## src/rtl/hif_pkg.sv

```systemverilog
// Shared types and constants of the host interface front end
package hif_pkg;

  // ---------------------------------------------------------------
  // Host modes, from the two mode straps {hi, lo}
  // ---------------------------------------------------------------
  typedef enum logic [1:0] {
    MODE_SERIAL = 2'b00,
    MODE_P68    = 2'b01,
    MODE_BAD    = 2'b10,
    MODE_P80    = 2'b11
  } host_mode_t;

  // ---------------------------------------------------------------
  // Serial link states
  // ---------------------------------------------------------------
  typedef enum logic [1:0] {
    SER_START  = 2'b00,
    SER_DATA   = 2'b01,
    SER_IGNORE = 2'b10
  } ser_state_t;

  // ---------------------------------------------------------------
  // One transfer toward the core: path and byte
  // ---------------------------------------------------------------
  typedef struct packed {
    logic       is_ram;
    logic [7:0] data;
  } xfer_t;

  // ---------------------------------------------------------------
  // Widths, depths, field positions
  // ---------------------------------------------------------------
  localparam int DATA_W      = 8;
  localparam int FIFO_DEPTH  = 16;
  localparam int KEY_LINES   = 4;
  localparam int KEY_INS     = 8;
  localparam int PIN_W       = 15;
  localparam int SB_RW_BIT   = 0;
  localparam int SB_RS_BIT   = 1;
  localparam int SB_ID_BIT   = 2;
  localparam int SB_PFX_LSB  = 3;
  localparam int SB_PFX_W    = 5;

  // ---------------------------------------------------------------
  // Timing
  // ---------------------------------------------------------------
  localparam int CLK_HZ       = 20_000_000;
  localparam int KEY_SLOT_US  = 1000;
  localparam int KEY_SLOT_CYC = (CLK_HZ / 1_000_000) * KEY_SLOT_US;

endpackage : hif_pkg

```

## src/rtl/host_interface_select.sv

```systemverilog
// Host interface front end: mode straps, serial and parallel host port, key scan
//
// Behaviour
// - Mode straps select serial, 68-style or 80-style
// - Width strap: low 8-bit, high 4-bit bus
// - Serial mode uses width strap as ID bit
// - Accesses only while chip select low
// - Register select: low instruction, high display RAM
// - Serial: register select picks key wake method
// - Serial data captured on rising transfer clock
// - Serial data pin is bidirectional
// - 68-style: enable pin launches each cycle
// - 68-style: direction pin selects read or write
// - 80-style: write strobe low takes data
// - 80-style: read strobe low drives data
// - Data pins driven only during host reads
// - 4-bit width uses upper data pins only
// - Four key strobes rotate, serial mode only
// - Key inputs sampled with active key strobe
// - Active-low key interrupt toward host
`timescale 1ns/1ps

// -----------------------------------------------------------------
// Synchronous FIFO
// -----------------------------------------------------------------
module hif_fifo #(
  parameter int WIDTH = 9,
  parameter int DEPTH = 16
) (
  // Clock and reset
  input  wire logic             clk,
  input  wire logic             reset,
  // Fill side
  input  wire logic             in_valid,
  output logic                  in_ready,
  input  wire logic [WIDTH-1:0] in_data,
  // Drain side
  output logic                  out_valid,
  input  wire logic             out_ready,
  output logic [WIDTH-1:0]      out_data
);
  localparam int AW = $clog2(DEPTH);

  logic [WIDTH-1:0] mem [DEPTH];
  logic [AW-1:0]    wr_ptr_ff;
  logic [AW-1:0]    rd_ptr_ff;
  logic [AW:0]      count_ff;
  wire              push = in_valid & in_ready;
  wire              pop  = out_valid & out_ready;

  assign in_ready  = (count_ff != (AW+1)'(DEPTH));
  assign out_valid = (count_ff != '0);
  assign out_data  = mem[rd_ptr_ff];

  always_ff @(posedge clk) begin
    if (push) begin
      mem[wr_ptr_ff] <= in_data;
    end
  end

  always_ff @(posedge clk) begin
    if (reset) begin
      wr_ptr_ff <= '0;
      rd_ptr_ff <= '0;
      count_ff  <= '0;
    end else begin
      if (push) wr_ptr_ff <= wr_ptr_ff + 1'b1;
      if (pop)  rd_ptr_ff <= rd_ptr_ff + 1'b1;
      count_ff <= count_ff + (AW+1)'(push) - (AW+1)'(pop);
    end
  end
endmodule : hif_fifo

// -----------------------------------------------------------------
// Top
// -----------------------------------------------------------------
module host_interface_select #(
  parameter int                                 KEY_SLOT_CYC  = hif_pkg::KEY_SLOT_CYC,
  parameter int                                 FIFO_DEPTH    = hif_pkg::FIFO_DEPTH,
  // Serial device code prefix, arbitrary value
  parameter logic [hif_pkg::SB_PFX_W-1:0]       DEV_ID_PREFIX = 5'h0e
) (
  // Clock and reset
  input  wire logic                     CLK,
  input  wire logic                     RESET,
  // Straps
  input  wire logic                     MODE_STRAP_HI,
  input  wire logic                     MODE_STRAP_LO,
  input  wire logic                     WIDTH_OR_IDBIT_STRAP,
  // Host control pins
  input  wire logic                     CS_N,
  input  wire logic                     REGISTER_SELECT,
  input  wire logic                     STROBE_SCL,
  // Direction / read strobe / serial data pin
  input  wire logic                     DIRSDA_IN,
  output logic                          DIRSDA_OUT,
  output logic                          DIRSDA_OE_N,
  // Data bus / key input pins
  input  wire logic [7:0]               DATA_KEY_IN,
  output logic [7:0]                    DATA_KEY_OUT,
  output logic                          DATA_KEY_OE_N,
  // Key matrix and interrupt
  output logic [3:0]                    KEY_STROBE_N,
  output logic [31:0]                   KEY_MAP,
  output logic                          IRQ_N,
  // Core side: written transfers
  output logic                          XFER_VALID,
  input  wire logic                     XFER_READY,
  output hif_pkg::xfer_t                XFER,
  output logic                          HOST_BUSY,
  // Core side: read data
  output logic                          RD_REQ,
  output logic                          RD_IS_RAM,
  input  wire logic [7:0]               RD_DATA
);

  // ---------------------------------------------------------------
  // Pin synchronisers
  // ---------------------------------------------------------------
  wire [hif_pkg::PIN_W-1:0] pins_raw = {MODE_STRAP_HI, MODE_STRAP_LO, WIDTH_OR_IDBIT_STRAP,
                                        CS_N, REGISTER_SELECT, STROBE_SCL, DIRSDA_IN,
                                        DATA_KEY_IN};
  logic [hif_pkg::PIN_W-1:0] sync1_ff;
  logic [hif_pkg::PIN_W-1:0] sync2_ff;
  logic                      strobe_prev_ff;
  logic                      wr_lvl_prev_ff;
  logic                      rd_lvl_prev_ff;

  always_ff @(posedge CLK) begin
    if (RESET) begin
      sync1_ff <= '1;
      sync2_ff <= '1;
    end else begin
      sync1_ff <= pins_raw;
      sync2_ff <= sync1_ff;
    end
  end

  wire [7:0]              data_s   = sync2_ff[7:0];
  wire                    sda_s    = sync2_ff[8];
  wire                    strobe_s = sync2_ff[9];
  wire                    rs_s     = sync2_ff[10];
  wire                    cs_n_s   = sync2_ff[11];
  wire                    width_s  = sync2_ff[12];
  wire hif_pkg::host_mode_t mode   = hif_pkg::host_mode_t'(sync2_ff[14:13]);

  // ---------------------------------------------------------------
  // Mode decode
  // ---------------------------------------------------------------
  wire is_serial = (mode == hif_pkg::MODE_SERIAL);
  wire is_p68    = (mode == hif_pkg::MODE_P68);
  wire is_p80    = (mode == hif_pkg::MODE_P80);
  wire is_par    = is_p68 | is_p80;
  wire narrow    = is_par & width_s;
  wire selected  = ~cs_n_s;

  // ---------------------------------------------------------------
  // Parallel strobe decode
  // ---------------------------------------------------------------
  wire p68_wr = is_p68 & strobe_s & ~sda_s;
  wire p68_rd = is_p68 & strobe_s & sda_s;
  wire p80_wr = is_p80 & ~strobe_s;
  wire p80_rd = is_p80 & ~sda_s;
  wire wr_lvl = selected & (p68_wr | p80_wr);
  wire rd_lvl = selected & (p68_rd | p80_rd);
  wire wr_end = wr_lvl_prev_ff & ~wr_lvl;
  wire rd_beg = rd_lvl & ~rd_lvl_prev_ff;
  wire rd_end = rd_lvl_prev_ff & ~rd_lvl;

  // ---------------------------------------------------------------
  // Serial clock edges
  // ---------------------------------------------------------------
  wire scl_rise = is_serial & selected & strobe_s & ~strobe_prev_ff;
  wire scl_fall = is_serial & selected & ~strobe_s & strobe_prev_ff;

  always_ff @(posedge CLK) begin
    if (RESET) begin
      strobe_prev_ff <= 1'b1;
      wr_lvl_prev_ff <= 1'b0;
      rd_lvl_prev_ff <= 1'b0;
    end else begin
      strobe_prev_ff <= strobe_s;
      wr_lvl_prev_ff <= wr_lvl;
      rd_lvl_prev_ff <= rd_lvl;
    end
  end

  // ---------------------------------------------------------------
  // Parallel write capture and nibble pairing
  // ---------------------------------------------------------------
  logic [7:0] wdat_ff;
  logic       wrs_ff;
  logic [3:0] hi_nib_ff;
  logic       nib_lo_ff;
  logic [7:0] rd_byte_ff;

  wire [7:0] par_byte = narrow ? {hi_nib_ff, wdat_ff[7:4]} : wdat_ff;
  wire       par_push = wr_end & (~narrow | nib_lo_ff);

  always_ff @(posedge CLK) begin
    if (RESET) begin
      wdat_ff <= 8'h00;
      wrs_ff  <= 1'b0;
    end else if (wr_lvl) begin
      wdat_ff <= narrow ? {data_s[7:4], 4'h0} : data_s;
      wrs_ff  <= rs_s;
    end
  end

  always_ff @(posedge CLK) begin
    if (RESET) begin
      nib_lo_ff <= 1'b0;
      hi_nib_ff <= 4'h0;
    end else if (!selected || !narrow) begin
      nib_lo_ff <= 1'b0;
    end else if (wr_end) begin
      hi_nib_ff <= wdat_ff[7:4];
      nib_lo_ff <= ~nib_lo_ff;
    end else if (rd_end) begin
      nib_lo_ff <= ~nib_lo_ff;
    end
  end

  // ---------------------------------------------------------------
  // Serial receive and transmit
  // ---------------------------------------------------------------
  hif_pkg::ser_state_t ser_state_ff;
  logic [2:0]          bit_cnt_ff;
  logic [7:0]          rx_sh_ff;
  logic [7:0]          tx_sh_ff;
  logic                ser_rw_ff;
  logic                ser_rs_ff;
  logic                sda_out_ff;

  wire [7:0] rx_byte   = {rx_sh_ff[6:0], sda_s};
  wire       byte_done = scl_rise & (bit_cnt_ff == 3'h7);
  wire       id_match  =
    (rx_byte[hif_pkg::SB_PFX_LSB +: hif_pkg::SB_PFX_W] == DEV_ID_PREFIX) &
    (rx_byte[hif_pkg::SB_ID_BIT] == width_s);
  wire       start_ok  = byte_done & (ser_state_ff == hif_pkg::SER_START) & id_match;
  wire       ser_rd    = start_ok ? rx_byte[hif_pkg::SB_RW_BIT] : ser_rw_ff;
  wire       ser_in_data = (ser_state_ff == hif_pkg::SER_DATA);
  wire       ser_load  = (start_ok & rx_byte[hif_pkg::SB_RW_BIT]) |
                         (byte_done & ser_in_data & ser_rw_ff);
  wire       ser_push  = byte_done & ser_in_data & ~ser_rw_ff;

  always_ff @(posedge CLK) begin
    if (RESET || !is_serial || !selected) begin
      ser_state_ff <= hif_pkg::SER_START;
      bit_cnt_ff   <= 3'h0;
      ser_rw_ff    <= 1'b0;
      ser_rs_ff    <= 1'b0;
    end else if (scl_rise) begin
      bit_cnt_ff <= bit_cnt_ff + 3'h1;
      if (bit_cnt_ff == 3'h7) begin
        case (ser_state_ff)
          hif_pkg::SER_START: begin
            ser_state_ff <= id_match ? hif_pkg::SER_DATA : hif_pkg::SER_IGNORE;
            ser_rw_ff    <= ser_rd;
            ser_rs_ff    <= rx_byte[hif_pkg::SB_RS_BIT];
          end
          hif_pkg::SER_DATA:   ser_state_ff <= hif_pkg::SER_DATA;
          hif_pkg::SER_IGNORE: ser_state_ff <= hif_pkg::SER_IGNORE;
          default:             ser_state_ff <= hif_pkg::SER_START;
        endcase
      end
    end
  end

  always_ff @(posedge CLK) begin
    if (RESET) begin
      rx_sh_ff <= 8'h00;
    end else if (scl_rise) begin
      rx_sh_ff <= rx_byte;
    end
  end

  always_ff @(posedge CLK) begin
    if (RESET) begin
      tx_sh_ff   <= 8'h00;
      sda_out_ff <= 1'b1;
    end else if (ser_load) begin
      tx_sh_ff <= RD_DATA;
    end else if (scl_fall && ser_in_data && ser_rw_ff) begin
      sda_out_ff <= tx_sh_ff[7];
      tx_sh_ff   <= {tx_sh_ff[6:0], 1'b0};
    end
  end

  // ---------------------------------------------------------------
  // Read request toward the core and read data
  // ---------------------------------------------------------------
  wire par_rd_req = rd_beg & (~narrow | ~nib_lo_ff);

  always_ff @(posedge CLK) begin
    if (RESET) begin
      rd_byte_ff <= 8'h00;
    end else if (par_rd_req) begin
      rd_byte_ff <= RD_DATA;
    end
  end

  assign RD_REQ    = par_rd_req | ser_load;
  assign RD_IS_RAM = ser_load ? (start_ok ? rx_byte[hif_pkg::SB_RS_BIT] : ser_rs_ff) : rs_s;

  wire [7:0] rd_src = par_rd_req ? RD_DATA : rd_byte_ff;
  wire [7:0] rd_pin = ~narrow ? rd_src :
                      nib_lo_ff ? {rd_src[3:0], 4'h0} : {rd_src[7:4], 4'h0};

  logic [7:0] dout_ff;
  logic       doe_n_ff;

  always_ff @(posedge CLK) begin
    if (RESET) begin
      dout_ff  <= 8'h00;
      doe_n_ff <= 1'b1;
    end else begin
      dout_ff  <= rd_pin;
      doe_n_ff <= ~(is_par & rd_lvl);
    end
  end

  assign DATA_KEY_OUT  = dout_ff;
  assign DATA_KEY_OE_N = doe_n_ff;
  assign DIRSDA_OUT    = sda_out_ff;
  assign DIRSDA_OE_N   = ~(ser_in_data & ser_rw_ff & is_serial & selected);

  // ---------------------------------------------------------------
  // Transfer FIFO toward the core
  // ---------------------------------------------------------------
  hif_pkg::xfer_t push_word;
  logic           fifo_in_ready;

  assign push_word.is_ram = ser_push ? ser_rs_ff : wrs_ff;
  assign push_word.data   = ser_push ? rx_byte : par_byte;

  hif_fifo #(
    .WIDTH (9),
    .DEPTH (FIFO_DEPTH)
  ) u_fifo (
    .clk       (CLK),
    .reset     (RESET),
    .in_valid  (par_push | ser_push),
    .in_ready  (fifo_in_ready),
    .in_data   (push_word),
    .out_valid (XFER_VALID),
    .out_ready (XFER_READY),
    .out_data  (XFER)
  );

  assign HOST_BUSY = ~fifo_in_ready;

  // ---------------------------------------------------------------
  // Key scan
  // ---------------------------------------------------------------
  logic [$clog2(KEY_SLOT_CYC)-1:0] slot_cnt_ff;
  logic [1:0]                      key_idx_ff;
  logic [31:0]                     key_map_ff;
  logic                            irq_n_ff;

  wire slot_end = (slot_cnt_ff == ($clog2(KEY_SLOT_CYC))'(KEY_SLOT_CYC - 1));

  always_ff @(posedge CLK) begin
    if (RESET || !is_serial) begin
      slot_cnt_ff <= '0;
      key_idx_ff  <= 2'h0;
    end else if (slot_end) begin
      slot_cnt_ff <= '0;
      key_idx_ff  <= key_idx_ff + 2'h1;
    end else begin
      slot_cnt_ff <= slot_cnt_ff + 1'b1;
    end
  end

  always_ff @(posedge CLK) begin
    if (RESET || !is_serial) begin
      key_map_ff <= 32'h0000_0000;
    end else if (slot_end) begin
      key_map_ff[key_idx_ff*8 +: 8] <= ~data_s;
    end
  end

  wire key_event = rs_s ? (key_map_ff != 32'h0000_0000)
                        : (key_map_ff[7:0] != 8'h00);

  always_ff @(posedge CLK) begin
    if (RESET) begin
      irq_n_ff <= 1'b1;
    end else begin
      irq_n_ff <= ~(is_serial & key_event);
    end
  end

  assign KEY_STROBE_N = is_serial ? ~(4'h1 << key_idx_ff) : 4'hf;
  assign KEY_MAP      = key_map_ff;
  assign IRQ_N        = irq_n_ff;

endmodule : host_interface_select

```

## config.mk

```make
export PLATFORM = sky130hd
export DESIGN_NAME = host_interface_select
export DESIGN_NICKNAME = d
export VERILOG_FILES = /design/src/rtl/hif_pkg.sv /design/src/rtl/host_interface_select.sv
export SDC_FILE = /design/constraint.sdc
export NUM_CORES = 1
export LEC_CHECK = 0
export BUFFER_PORTS_ARGS = -buffer_cell sky130_fd_sc_hd__buf_4
export CORE_MARGIN = 2
export CORE_UTILIZATION = 59
export CTS_BUF_LIST = sky130_fd_sc_hd__clkbuf_8
export CTS_CLUSTER_SIZE = 20
export DETAILED_ROUTE_END_ITERATION = 16
export MAX_ROUTING_LAYER = met4
export PLACE_DENSITY = 0.78
export SLEW_MARGIN = 40
export SYNTH_ARGS = -nofsm -noshare
export SYNTH_HDL_FRONTEND = slang
export SYNTH_SLANG_ARGS = --single-unit
export TNS_END_PERCENT = 30
```

## constraint.sdc

```tcl
create_clock -name CLK -period 7.8 [get_ports CLK]
set_input_delay 1.17 -clock CLK [delete_from_list [all_inputs] [get_ports CLK]]
set_output_delay 1.17 -clock CLK [all_outputs]
set_load 0.02 [all_outputs]
```

==> flow_summary.yaml, run 1 <==
floorplanning:
  floorplan.initialDensity_pct: 59.8
  design.die.area_um2: 20800
  die_x_um: 144
  die_height_um: 144
  rows: 51
  io-pin-count: 87
  coreArea_um2: 19400
synth:
  synth_flop_cell: "sky130_fd_sc_hd__dfxtp_1"
  synth_edf_count: 144
  seq_total_area_yosys_pct: 63.8
  yosysWarnings: 0
  async_reset_ff_share_pct: 0
  yosys_register_bits: 298
  post-synth-top-count-cell: "sky130_fd_sc_hd__dfxtp_1"
  synthesis.area_um2: 11600
  fraction_of_post_synthesis_cell_area_in_the_top_cell_type_by_area_pct: 37.3
  synth.largest_area_cell: "sky130_fd_sc_hd__edfxtp_1"
  synth.top_cells.by_count: "154 x sky130_fd_sc_hd__dfxtp_1, 144 x sky130_fd_sc_hd__edfxtp_1, 88 x sky130_fd_sc_hd__nand2_1"
  syn-mean-instance-area_um2: 13.0
  synth.lib_cells_used.distinct: 56
  synth_fp_nets: 938
  synth_cells: 892
  netlist_top_cells_area: "sky130_fd_sc_hd__edfxtp_1 37%, sky130_fd_sc_hd__dfxtp_1 27%, sky130_fd_sc_hd__mux4_2 8.7%, sky130_fd_sc_hd__nand2_1 2.8%, sky130_fd_sc_hd__nor2_1 2.6%"
global_route:
  antenna_found_initial: 0
  first_global_vias: 6954
  grt_max_degree: 96
  globalRoute.totalOverflow: 0
  grt_pass1_wl_mm: 37.1
  overall_track_demand_over_capacity_in_global_routing_pct: 23.9
min_path:
  hold_class: "reg2reg"
power:
  p_switching_mw: 0.811
  worst_ir_drop_vdd_mv: 0.178
  combinationalPowerShare_pct: 13.9
  swShare_pct: 23.8
  power.static_leakage_nw: 4.91
  pwr_density_cell_nw_per_um2: 253
  power.share.sequential_pct: 49.2
  internal_power_mw: 2.60
  power.clock.fraction_pct: 36.9
cts:
  clock_path_buffers: 3
  ctsResizeCount: 0
  h-tree-depth: 2
  clock-root-buffer: "sky130_fd_sc_hd__clkbuf_8"
  numCtsBuffers: 46
  cts-hold-fix-buffers: 0
  tritoncts: "built"
  clock_insertion_delay_worst_skew_ps: 550
  cts.sinks: 298
  clkSlewWorstSetupHoldPaths_ps: 60
  cts.repair_timing.setup_buffer_count: 0
detailed_routing:
  drtIter0Drc: 484
  avgRoutedWirePerCell_um: 18.0
  vias_per_cell: 5.63
  drt.antenna.violating_nets: 0
  drt_first_pass_iters: 5
  vias: 7313
  routed_wirelength_mm: 23.3
  route.detailed.drc: 0
place:
  dpl.hpwl_mm: 15.3
  portBuffers: 86
  numPlacedInstances: 1217
  globalplace.congestion: 0.823
sta:
  finalCriticalPeriod_ps: 4080
  hold_violations: 0
  clock-skew-final_ps: 19.0
  setup-tns-final_ps: 0
  unrepaired_setup_endpoints_after_global_routing: "no"
  worst-slew-pin-transition_ps: 821
  finalSetupViolations: 0
  final_min_period_over_clock_period_pct: 52.3
  final_max_slew_viol_count: 0
  relSlewSlack_pct: 44.9
  fmax_ghz: 0.245
critical_path:
  critical_path_s_largest_stage_delay_ps: 480
  crit_type: "reg2out"
  critical_path.slowest_cell: "sky130_fd_sc_hd__or4b_4"
  cp.required_ps: 6630
  startpoint_type: "flip-flop"
  critical_path.max_fanout: 5
  worst_setup_ep_type: "output port"
  worst-endpoint-arrival_ps: 2910
  path_cells: "ha_1 -> ha_1 -> or4b_4 -> nor4_1 -> and2_1 -> mux2i_1 -> o21ai_0 -> buf_4"
  timing.critical_path.mode_cell: "sky130_fd_sc_hd__ha_1"
final_layout:
  layoutNonFillerInstCount: 1298
  layout_cell_share_with_drive_strength_beyond_1_pct: 25.8
  multi_input_area_um2: 4000
  fillerInstances: 1387
  fin_nets: 1046
  sequential_cell_area_um2: 7410
  synthToLayoutAreaGrowth_pct: 16.5
  n_antenna_cell: 0
job:
  cap_violations: 0
run_status:
  status: "completed"
-- cell usage in the layout, fill, tap and decap left out, types with 5 or more instances in the layout --
cell type and instances:
sky130_fd_sc_hd__a211oi_1 6, sky130_fd_sc_hd__mux4_2 45, sky130_fd_sc_hd__nor3_1 14, sky130_fd_sc_hd__xor2_1 9
sky130_fd_sc_hd__or2_2 34, sky130_fd_sc_hd__buf_4 103, sky130_fd_sc_hd__nand2b_1 6, sky130_fd_sc_hd__dfxtp_1 153
sky130_fd_sc_hd__inv_1 32, sky130_fd_sc_hd__xnor2_1 13, sky130_fd_sc_hd__or3_1 41, sky130_fd_sc_hd__clkbuf_8 61
sky130_fd_sc_hd__o21ai_0 7, sky130_fd_sc_hd__mux2i_1 26, sky130_fd_sc_hd__nor4_1 10, sky130_fd_sc_hd__and2_1 7
sky130_fd_sc_hd__nor2b_1 8, sky130_fd_sc_hd__a31oi_1 5, sky130_fd_sc_hd__a21oi_1 51, sky130_fd_sc_hd__nand3_1 11
sky130_fd_sc_hd__ha_1 19, sky130_fd_sc_hd__nand2_1 88, sky130_fd_sc_hd__nor2_1 77, sky130_fd_sc_hd__edfxtp_1 144
-- flip-flops by register name, summed over array words and instances (netlist names), 2 cells and up, named ones only --
signal,count
KEY_MAP,32
ser_state_ff,2
u_fifo.rd_ptr_ff,4
u_fifo.count_ff,5
rd_byte_ff,8
u_fifo.wr_ptr_ff,4
wdat_ff,8
u_fifo.mem,144
sync1_ff,15
key_idx_ff,2
DATA_KEY_OUT,8
slot_cnt_ff,15
hi_nib_ff,4
rx_sh_ff,7
sync2_ff,15
bit_cnt_ff,3
tx_sh_ff,8
-- worst paths after layout --
check	startpoint	depth (start not counted)	to	slack [ps]
worst min-delay path	sync1_ff[0]$_SDFF_PP1_	1	sync2_ff[0]$_SDFF_PP1_	400
worst min register to register	sync1_ff[0]$_SDFF_PP1_	1	sync2_ff[0]$_SDFF_PP1_	400
worst max register to register	bit_cnt_ff[0]$_SDFFE_PP0P_	7	u_fifo.mem[2][2]$_DFFE_PP_	4440
worst max-delay path	bit_cnt_ff[0]$_SDFFE_PP0P_	8	RD_IS_RAM	3720
-- cell type report --
class	count	share of cell area, %
clock inverter	20	0.611
clock buffer	61	6.21
multi-input combinational	531	29.6
sequential	298	54.8
timing repair buffer	104	5.80
inverter	19	0.528
tap	265	2.45
-- metal layers --
metal	track usage, %	vias up	part of all wire [%]
met5	-	-	0
met4	7.36	0	2.1
li1	-	3462	-
met1	31.3	3557	43
met2	38.7	247	49
met3	4.21	47	6.1
-- metrics by stage --
step	hold WS (ps)	utilization, %	cell area (um2)	power (mW)	worst slack (ps)
after floorplan	389	-	11600	2.07	4420
after global placement	391	64.7	12500	2.18	4140
after detailed placement	394	64.8	12600	2.19	4300
after CTS	403	69.5	13500	3.44	3690
after global routing	412	69.7	13500	3.55	3530
final	403	69.7	13500	3.41	3720
-- cells by family (layout without fill, tap and decap cells) --
logic type      Yosys count  count (layout)  synth area share (%)
fa+ha+maj                20              20                  2.22
simple gates            323             323                  13.9
xor+xnor                 22              22                  1.66
flops                   298             298                  63.8
buf+inv                  63             204                  2.15
compound gates           93              93                  5.02
mux                      73              73                  11.2
-- critical path: cells and delay by family, from the launching register on --
family,cells,cell delay (ps)
DFF,1,340
muxes,1,90
AOI/OAI and AO/OA,1,260
buffers and inverters,1,200
and+or+nand+nor,3,1190
adders and majority gates,2,290
-- power groups by stage --
stage / Combinational [mW] / Clock, mW / Sequential [mW]
after floorplan: 0.370 / 0 / 1.70
after global placement: 0.471 / 0 / 1.71
after detailed placement: 0.481 / 0 / 1.71
after CTS: 0.483 / 1.28 / 1.68
after global routing: 0.525 / 1.35 / 1.68
final: 0.475 / 1.26 / 1.68
Power figures use the tool's default switching activity.
==> run 2: changes to the inputs <==
ABC_AREA = 1   (was default)
clock period = 3.89 ns   (was 7.8 ns; I/O delays follow)
==> run 2 against run 1 <==
Sequential cell count did not move. Clock skew rose by 15 ps. First-iteration DRC count rose by 27%.
==> flow_summary.yaml, run 2 <==
global_route:
  first_global_vias: 8455
  overall_track_demand_over_capacity_in_global_routing_pct: 24.5
  globalRoute.totalOverflow: 0
  antenna_found_initial: 0
  grt_pass1_wl_mm: 41.6
  grt_max_degree: 57
sta:
  finalCriticalPeriod_ps: 3260
  worst-slew-pin-transition_ps: 645
  setup-tns-final_ps: 0
  hold_violations: 0
  fmax_ghz: 0.306
  finalSetupViolations: 0
  final_max_slew_viol_count: 0
  final_min_period_over_clock_period_pct: 83.9
  clock-skew-final_ps: 33.7
  unrepaired_setup_endpoints_after_global_routing: "no"
  relSlewSlack_pct: 57.0
power:
  swShare_pct: 26.2
  post-layout-total-power_mw: 7.05
  power.static_leakage_nw: 5.50
  pwr_density_cell_nw_per_um2: 498
  power.share.sequential_pct: 48.6
  power.clock.fraction_pct: 37.4
  internal_power_mw: 5.20
  p_switching_mw: 1.85
  worst_ir_drop_vdd_mv: 0.435
  combinationalPowerShare_pct: 14.0
place:
  dpl.hpwl_mm: 16.9
  portBuffers: 86
  numPlacedInstances: 1566
  globalplace.congestion: 0.866
final_layout:
  fillerInstances: 1525
  n_antenna_cell: 0
  layout_common_cells: "161 x sky130_fd_sc_hd__inv_1, 153 x sky130_fd_sc_hd__dfxtp_1, 144 x sky130_fd_sc_hd__edfxtp_1"
  layout_cell_share_with_drive_strength_beyond_1_pct: 17.1
  fin_nets: 1390
  finish.utilization_pct: 69.7
  final_common_cell: "sky130_fd_sc_hd__inv_1"
  regMostFlops: "u_fifo.mem"
  layoutNonFillerInstCount: 1647
  largest_reg_flops: 144
  synthToLayoutAreaGrowth_pct: 15.8
synth:
  fraction_of_post_synthesis_cell_area_in_the_top_cell_type_by_area_pct: 35.4
  yosys_register_bits: 298
  synth_flop_cell: "sky130_fd_sc_hd__dfxtp_1"
  synth_cells: 1237
  synth.largest_area_cell: "sky130_fd_sc_hd__edfxtp_1"
  synth_edf_count: 144
  synth.top_cells.by_count: "154 x sky130_fd_sc_hd__dfxtp_1, 148 x sky130_fd_sc_hd__inv_1, 144 x sky130_fd_sc_hd__edfxtp_1"
  netlist_top_cells_area: "sky130_fd_sc_hd__edfxtp_1 35%, sky130_fd_sc_hd__dfxtp_1 25%, sky130_fd_sc_hd__inv_1 4.5%, sky130_fd_sc_hd__o21ai_0 4.5%, sky130_fd_sc_hd__nand2_1 4.2%"
  yosysWarnings: 0
  post-synth-top-count-cell: "sky130_fd_sc_hd__dfxtp_1"
  async_reset_ff_share_pct: 0
  syn-mean-instance-area_um2: 9.88
  synth_fp_nets: 1283
  seq_total_area_yosys_pct: 60.6
  synth.lib_cells_used.distinct: 36
  synthesis.area_um2: 12200
min_path:
  worstHoldEndpoint: "sync1_ff[4]$_SDFF_PP1_"
  hold_path.startpoint: "DATA_KEY_IN[4]"
  worstHoldPathCells: 2
  hold_class: "in2reg"
critical_path:
  critical_path.max_fanout: 13
  crit_type: "reg2out"
  cp.required_ps: 3310
  startpoint_type: "flip-flop"
  worst-endpoint-arrival_ps: 2680
  cell_depth_of_the_worst_flop_to_flop_path: 14
  critical_path.slowest_cell: "sky130_fd_sc_hd__dfxtp_1"
  critical_path.reg2reg.startpoint: "sync2_ff[13]$_SDFF_PP1_"
  timing.critical_path.mode_cell: "sky130_fd_sc_hd__nand2_1"
  worst_setup_ep_type: "output port"
  path_cells: "nand2_1 -> inv_1 -> nand2_1 -> nand2_2 -> nor2_4 -> or2_2 -> buf_4"
  reg2reg_slack_ps: 1030
  reg2reg_to: "u_fifo.count_ff[4]$_SDFF_PP0_"
  critical_path_s_largest_stage_delay_ps: 450
job:
  cap_violations: 0
cts:
  clock_path_buffers: 3
  clock-root-buffer: "sky130_fd_sc_hd__clkbuf_8"
  clkSlewWorstSetupHoldPaths_ps: 60
  cts.repair_timing.setup_buffer_count: 0
  cts-hold-fix-buffers: 0
  tritoncts: "built"
  h-tree-depth: 2
  clock_insertion_delay_worst_skew_ps: 560
  numCtsBuffers: 46
  cts.sinks: 298
  ctsResizeCount: 0
detailed_routing:
  vias_per_cell: 5.33
  drt_first_pass_iters: 5
  met3WireLength_mm: 1.56
  topRoutingLayerUsed: "met4"
  vias: 8782
  route.met2.wl_mm: 12.6
  route.detailed.drc: 0
  routed_wirelength_mm: 25.7
  met1_length_mm: 10.8
  drt.antenna.violating_nets: 0
  drtIter0Drc: 617
  avgRoutedWirePerCell_um: 15.6
floorplanning:
  floorplan.initialDensity_pct: 60.2
  die_x_um: 148
  rows: 52
  io-pin-count: 87
  coreArea_um2: 20300
  die_height_um: 148
  design.die.area_um2: 21900
run_status:
  status: "completed"
==> run 2: cell types whose count changed after synthesis, sizes merged, moves of 45 or more <==
cell and change:
o21ai +102, nor2 +46, nand2 +55, inv +132, a21oi +47, mux4 -45
==> run 2: through the flow <==
stage	area [um2]	hold slack, ps	setup WS [ps]
floorplan	12200	389	1510
finish	14200	211	627
CTS	14100	176	620
global route	14200	189	356
detailed placement	13200	393	1060
global placement	13200	391	1130
==> run 2: critical path: cells and delay by family, from the launching register on <==
| kind | cells | cell delay (ps) |
|---|---|---|
| buffers and inverters | 2 | 530 |
| DFF | 1 | 450 |
| and+or+nand+nor | 5 | 1160 |
==> run 2: logic make-up after synthesis <==
group	count (synthesis)	share of synthesized area [%]
DFF	298	60.6
buffers and inverters	205	6.54
AOI/OAI and AO/OA	262	11.8
and+or+nand+nor	407	15.3
adders and majority gates	20	2.11
xor gates and xnor gates	9	0.645
muxes	36	2.95
==> run 2: area by class of cell <==
type | count | area, um2 | area share, %
Clock buffer | 55 | 757 | 5.35
Clock inverter | 26 | 189 | 1.34
Tap cell | 270 | 338 | 2.39
Sequential cell | 298 | 7410 | 52.4
Timing Repair Buffer | 111 | 846 | 5.98
Multi-Input combinational cell | 734 | 4040 | 28.5
Inverter | 153 | 574 | 4.06
==> run 2: worst max-delay path by stage <==
| stage | from | end | slack [ps] | depth (start not counted) |
|---|---|---|---|---|
| floorplan | bit_cnt_ff[0]$_SDFFE_PP0P_ | u_fifo.mem[12][0]$_DFFE_PP_ | 1510 | 9 |
| global placement | bit_cnt_ff[0]$_SDFFE_PP0P_ | u_fifo.mem[15][7]$_DFFE_PP_ | 1130 | 10 |
| detailed placement | sync2_ff[13]$_SDFF_PP1_ | u_fifo.count_ff[4]$_SDFF_PP0_ | 1060 | 14 |
| CTS | sync2_ff[13]$_SDFF_PP1_ | RD_REQ | 620 | 7 |
| global route | sync2_ff[13]$_SDFF_PP1_ | RD_REQ | 360 | 7 |
| finish | sync2_ff[13]$_SDFF_PP1_ | RD_REQ | 630 | 7 |
==> run 2: per-layer routing <==
metal	up-vias	global-route usage, %
met5	-	-
met4	0	9.14
met3	58	4.48
met2	262	41.0
met1	4062	30.0
li1	4400	-
==> run 2: power by group through the flow <==
stage                     Sequential, mW  Combinational (mW)  Clock [mW]
after global placement              3.49               0.950           0
after detailed placement            3.49               0.983           0
final                               3.42               0.989        2.64
after CTS                           3.42               0.989        2.69
after global routing                3.43                1.10        2.82
after floorplan                     3.42               0.740           0
==> run 3: changes to the inputs <==
clock period = 3.2 ns   (was 3.89 ns; I/O delays follow)
==> run 3 against run 2 <==
Die area is the same. Via count is essentially flat. Global-route usage shrank 0.12 points. Clock power grew 17%. Worst setup slack lost 330 ps. Combinational power grew 23%. Wire length grew 0.48%. Largest power group unchanged.
==> flow_summary.yaml, run 3 (synthesis gave the netlist of run 2 again) <==
detailed_routing:
  vias: 8776
  avgRoutedWirePerCell_um: 15.6
  drt_first_pass_iters: 5
  vias_per_cell: 5.30
  routed_wirelength_mm: 25.9
  drt.antenna.violating_nets: 0
  drtIter0Drc: 545
  route.detailed.drc: 0
final_layout:
  fin_nets: 1397
  layout_cell_share_with_drive_strength_beyond_1_pct: 17.0
  layoutNonFillerInstCount: 1656
  synthToLayoutAreaGrowth_pct: 15.8
  layout_common_cells: "167 x sky130_fd_sc_hd__inv_1, 153 x sky130_fd_sc_hd__dfxtp_1, 144 x sky130_fd_sc_hd__edfxtp_1"
  final_common_cell: "sky130_fd_sc_hd__inv_1"
  n_antenna_cell: 0
  regMostFlops: "u_fifo.mem"
  fillerInstances: 1564
  largest_reg_flops: 144
critical_path:
  worstSetupEndpoint: "RD_REQ"
  critical_path.max_fanout: 13
  critical_path_s_largest_stage_delay_ps: 460
  startpoint_type: "flip-flop"
  worst-endpoint-arrival_ps: 2430
  critical_path.slowest_cell: "sky130_fd_sc_hd__dfxtp_1"
  timing.critical_path.mode_cell: "sky130_fd_sc_hd__nand2_1"
  cp.required_ps: 2720
  reg2reg_to: "u_fifo.mem[11][3]$_DFFE_PP_"
  critical_path.reg2reg.startpoint: "bit_cnt_ff[0]$_SDFFE_PP0P_"
  path_cells: "nand2_1 -> inv_1 -> nand2_1 -> nand2_2 -> nor2_4 -> or2_2 -> buf_4"
  timing.critical_path.from: "sync2_ff[13]$_SDFF_PP1_"
  worst_setup_ep_type: "output port"
  crit_type: "reg2out"
  reg2reg_slack_ps: 490
  cell_depth_of_the_worst_flop_to_flop_path: 10
run_status:
  status: "completed"
power:
  power.static_leakage_nw: 5.54
  post-layout-total-power_mw: 8.44
  worst_ir_drop_vdd_mv: 0.393
  pwr_density_cell_nw_per_um2: 596
cts:
  clock_path_buffers: 3
  clock_insertion_delay_worst_skew_ps: 560
  numCtsBuffers: 46
  cts.sinks: 298
  clock-root-buffer: "sky130_fd_sc_hd__clkbuf_8"
  cts-hold-fix-buffers: 0
  h-tree-depth: 2
  clkSlewWorstSetupHoldPaths_ps: 60
  ctsResizeCount: 0
  tritoncts: "built"
  cts.repair_timing.setup_buffer_count: 0
sta:
  final_min_period_over_clock_period_pct: 90.9
  final_max_slew_viol_count: 0
  fmax_ghz: 0.344
  setup-tns-final_ps: 0
  worst-slew-pin-transition_ps: 784
  hold_violations: 0
  unrepaired_setup_endpoints_after_global_routing: "no"
  finalCriticalPeriod_ps: 2910
  relSlewSlack_pct: 47.5
  finalSetupViolations: 0
  clock-skew-final_ps: 13.3
place:
  numPlacedInstances: 1573
  globalplace.congestion: 0.867
  dpl.hpwl_mm: 17.1
  portBuffers: 86
global_route:
  overall_track_demand_over_capacity_in_global_routing_pct: 24.4
  first_global_vias: 8480
  grt_most_used_layer: "met2"
  grtUsageMet2_pct: 41.6
  grt_max_degree: 54
  grt_pass1_wl_mm: 41.7
  met3_usage_pct: 3.40
  groute.layer.met1.usage_pct: 30.7
  antenna_found_initial: 0
  globalRoute.totalOverflow: 0
floorplanning:
  rows: 52
  floorplan.initialDensity_pct: 60.2
  die_height_um: 148
  design.die.area_um2: 21900
  die_x_um: 148
  io-pin-count: 87
  coreArea_um2: 20300
job:
  cap_violations: 0
min_path:
  hold_class: "in2reg"
## run 3: changes by cell type in the layout (fill, tap and decap cells not counted), moves of 2 or more
cell,delta
sky130_fd_sc_hd__clkinv_2,-3
sky130_fd_sc_hd__nor2_2,-4
sky130_fd_sc_hd__nor2_1,+4
sky130_fd_sc_hd__inv_1,+6
sky130_fd_sc_hd__clkbuf_8,+2
sky130_fd_sc_hd__bufinv_16,-2
sky130_fd_sc_hd__buf_4,+7
## run 3: critical path: cells and delay by family, from the launching register on
kind | cells | cell delay [ps]
buffers and inverters | 2 | 470
flip-flops | 1 | 460
AND/OR/NAND/NOR | 5 | 960
## run 3: final cells by class
cell class,instances,area (um2),share of cell area [%]
Timing Repair Buffer,118,898,6.35
Multi-Input combinational cell,734,4020,28.4
Inverter,153,574,4.06
Sequential cell,298,7410,52.4
Clock buffer,57,785,5.54
Clock inverter,26,133,0.937
Tap cell,270,338,2.39
## run 3: power by group
| part | internal [mW] | leakage (nW) | switching [mW] | total (mW) |
|---|---|---|---|---|
| clock | 1.68 | 0.546 | 1.40 | 3.08 |
| combinational | 0.480 | 2.46 | 0.739 | 1.22 |
| sequential | 4.05 | 2.53 | 0.0926 | 4.14 |
| total | 6.21 | 5.54 | 2.23 | 8.44 |
## run 3: layer usage
metal	wire length, um	up-vias	part of all wire, %
met4	465	0	1.8
met3	1580	43	6.1
met1	11100	4038	43
li1	-	4440	-
met2	12800	255	49
met5	0	-	0
## run 3: worst min-delay path by stage
stage,from,end,depth (start not counted)
after floorplan,sync1_ff[0]$_SDFF_PP1_,sync2_ff[0]$_SDFF_PP1_,1
after global placement,sync1_ff[8]$_SDFF_PP1_,sync2_ff[8]$_SDFF_PP1_,1
after detailed placement,sync1_ff[10]$_SDFF_PP1_,sync2_ff[10]$_SDFF_PP1_,1
after CTS,MODE_STRAP_LO,sync1_ff[13]$_SDFF_PP1_,2
after global routing,DATA_KEY_IN[0],sync1_ff[0]$_SDFF_PP1_,2
final,MODE_STRAP_LO,sync1_ff[13]$_SDFF_PP1_,2
## run 3: through the flow
stage	util [%]	hold WS [ps]	setup slack [ps]	instance area, um2
3_3_place_gp	65.2	392	549	13200
2_1_floorplan	-	389	817	12200
5_1_grt	69.7	101	76.8	14200
3_5_place_dp	65.2	394	486	13200
4_1_cts	69.7	96.0	288	14200
6_report	69.7	115	292	14200
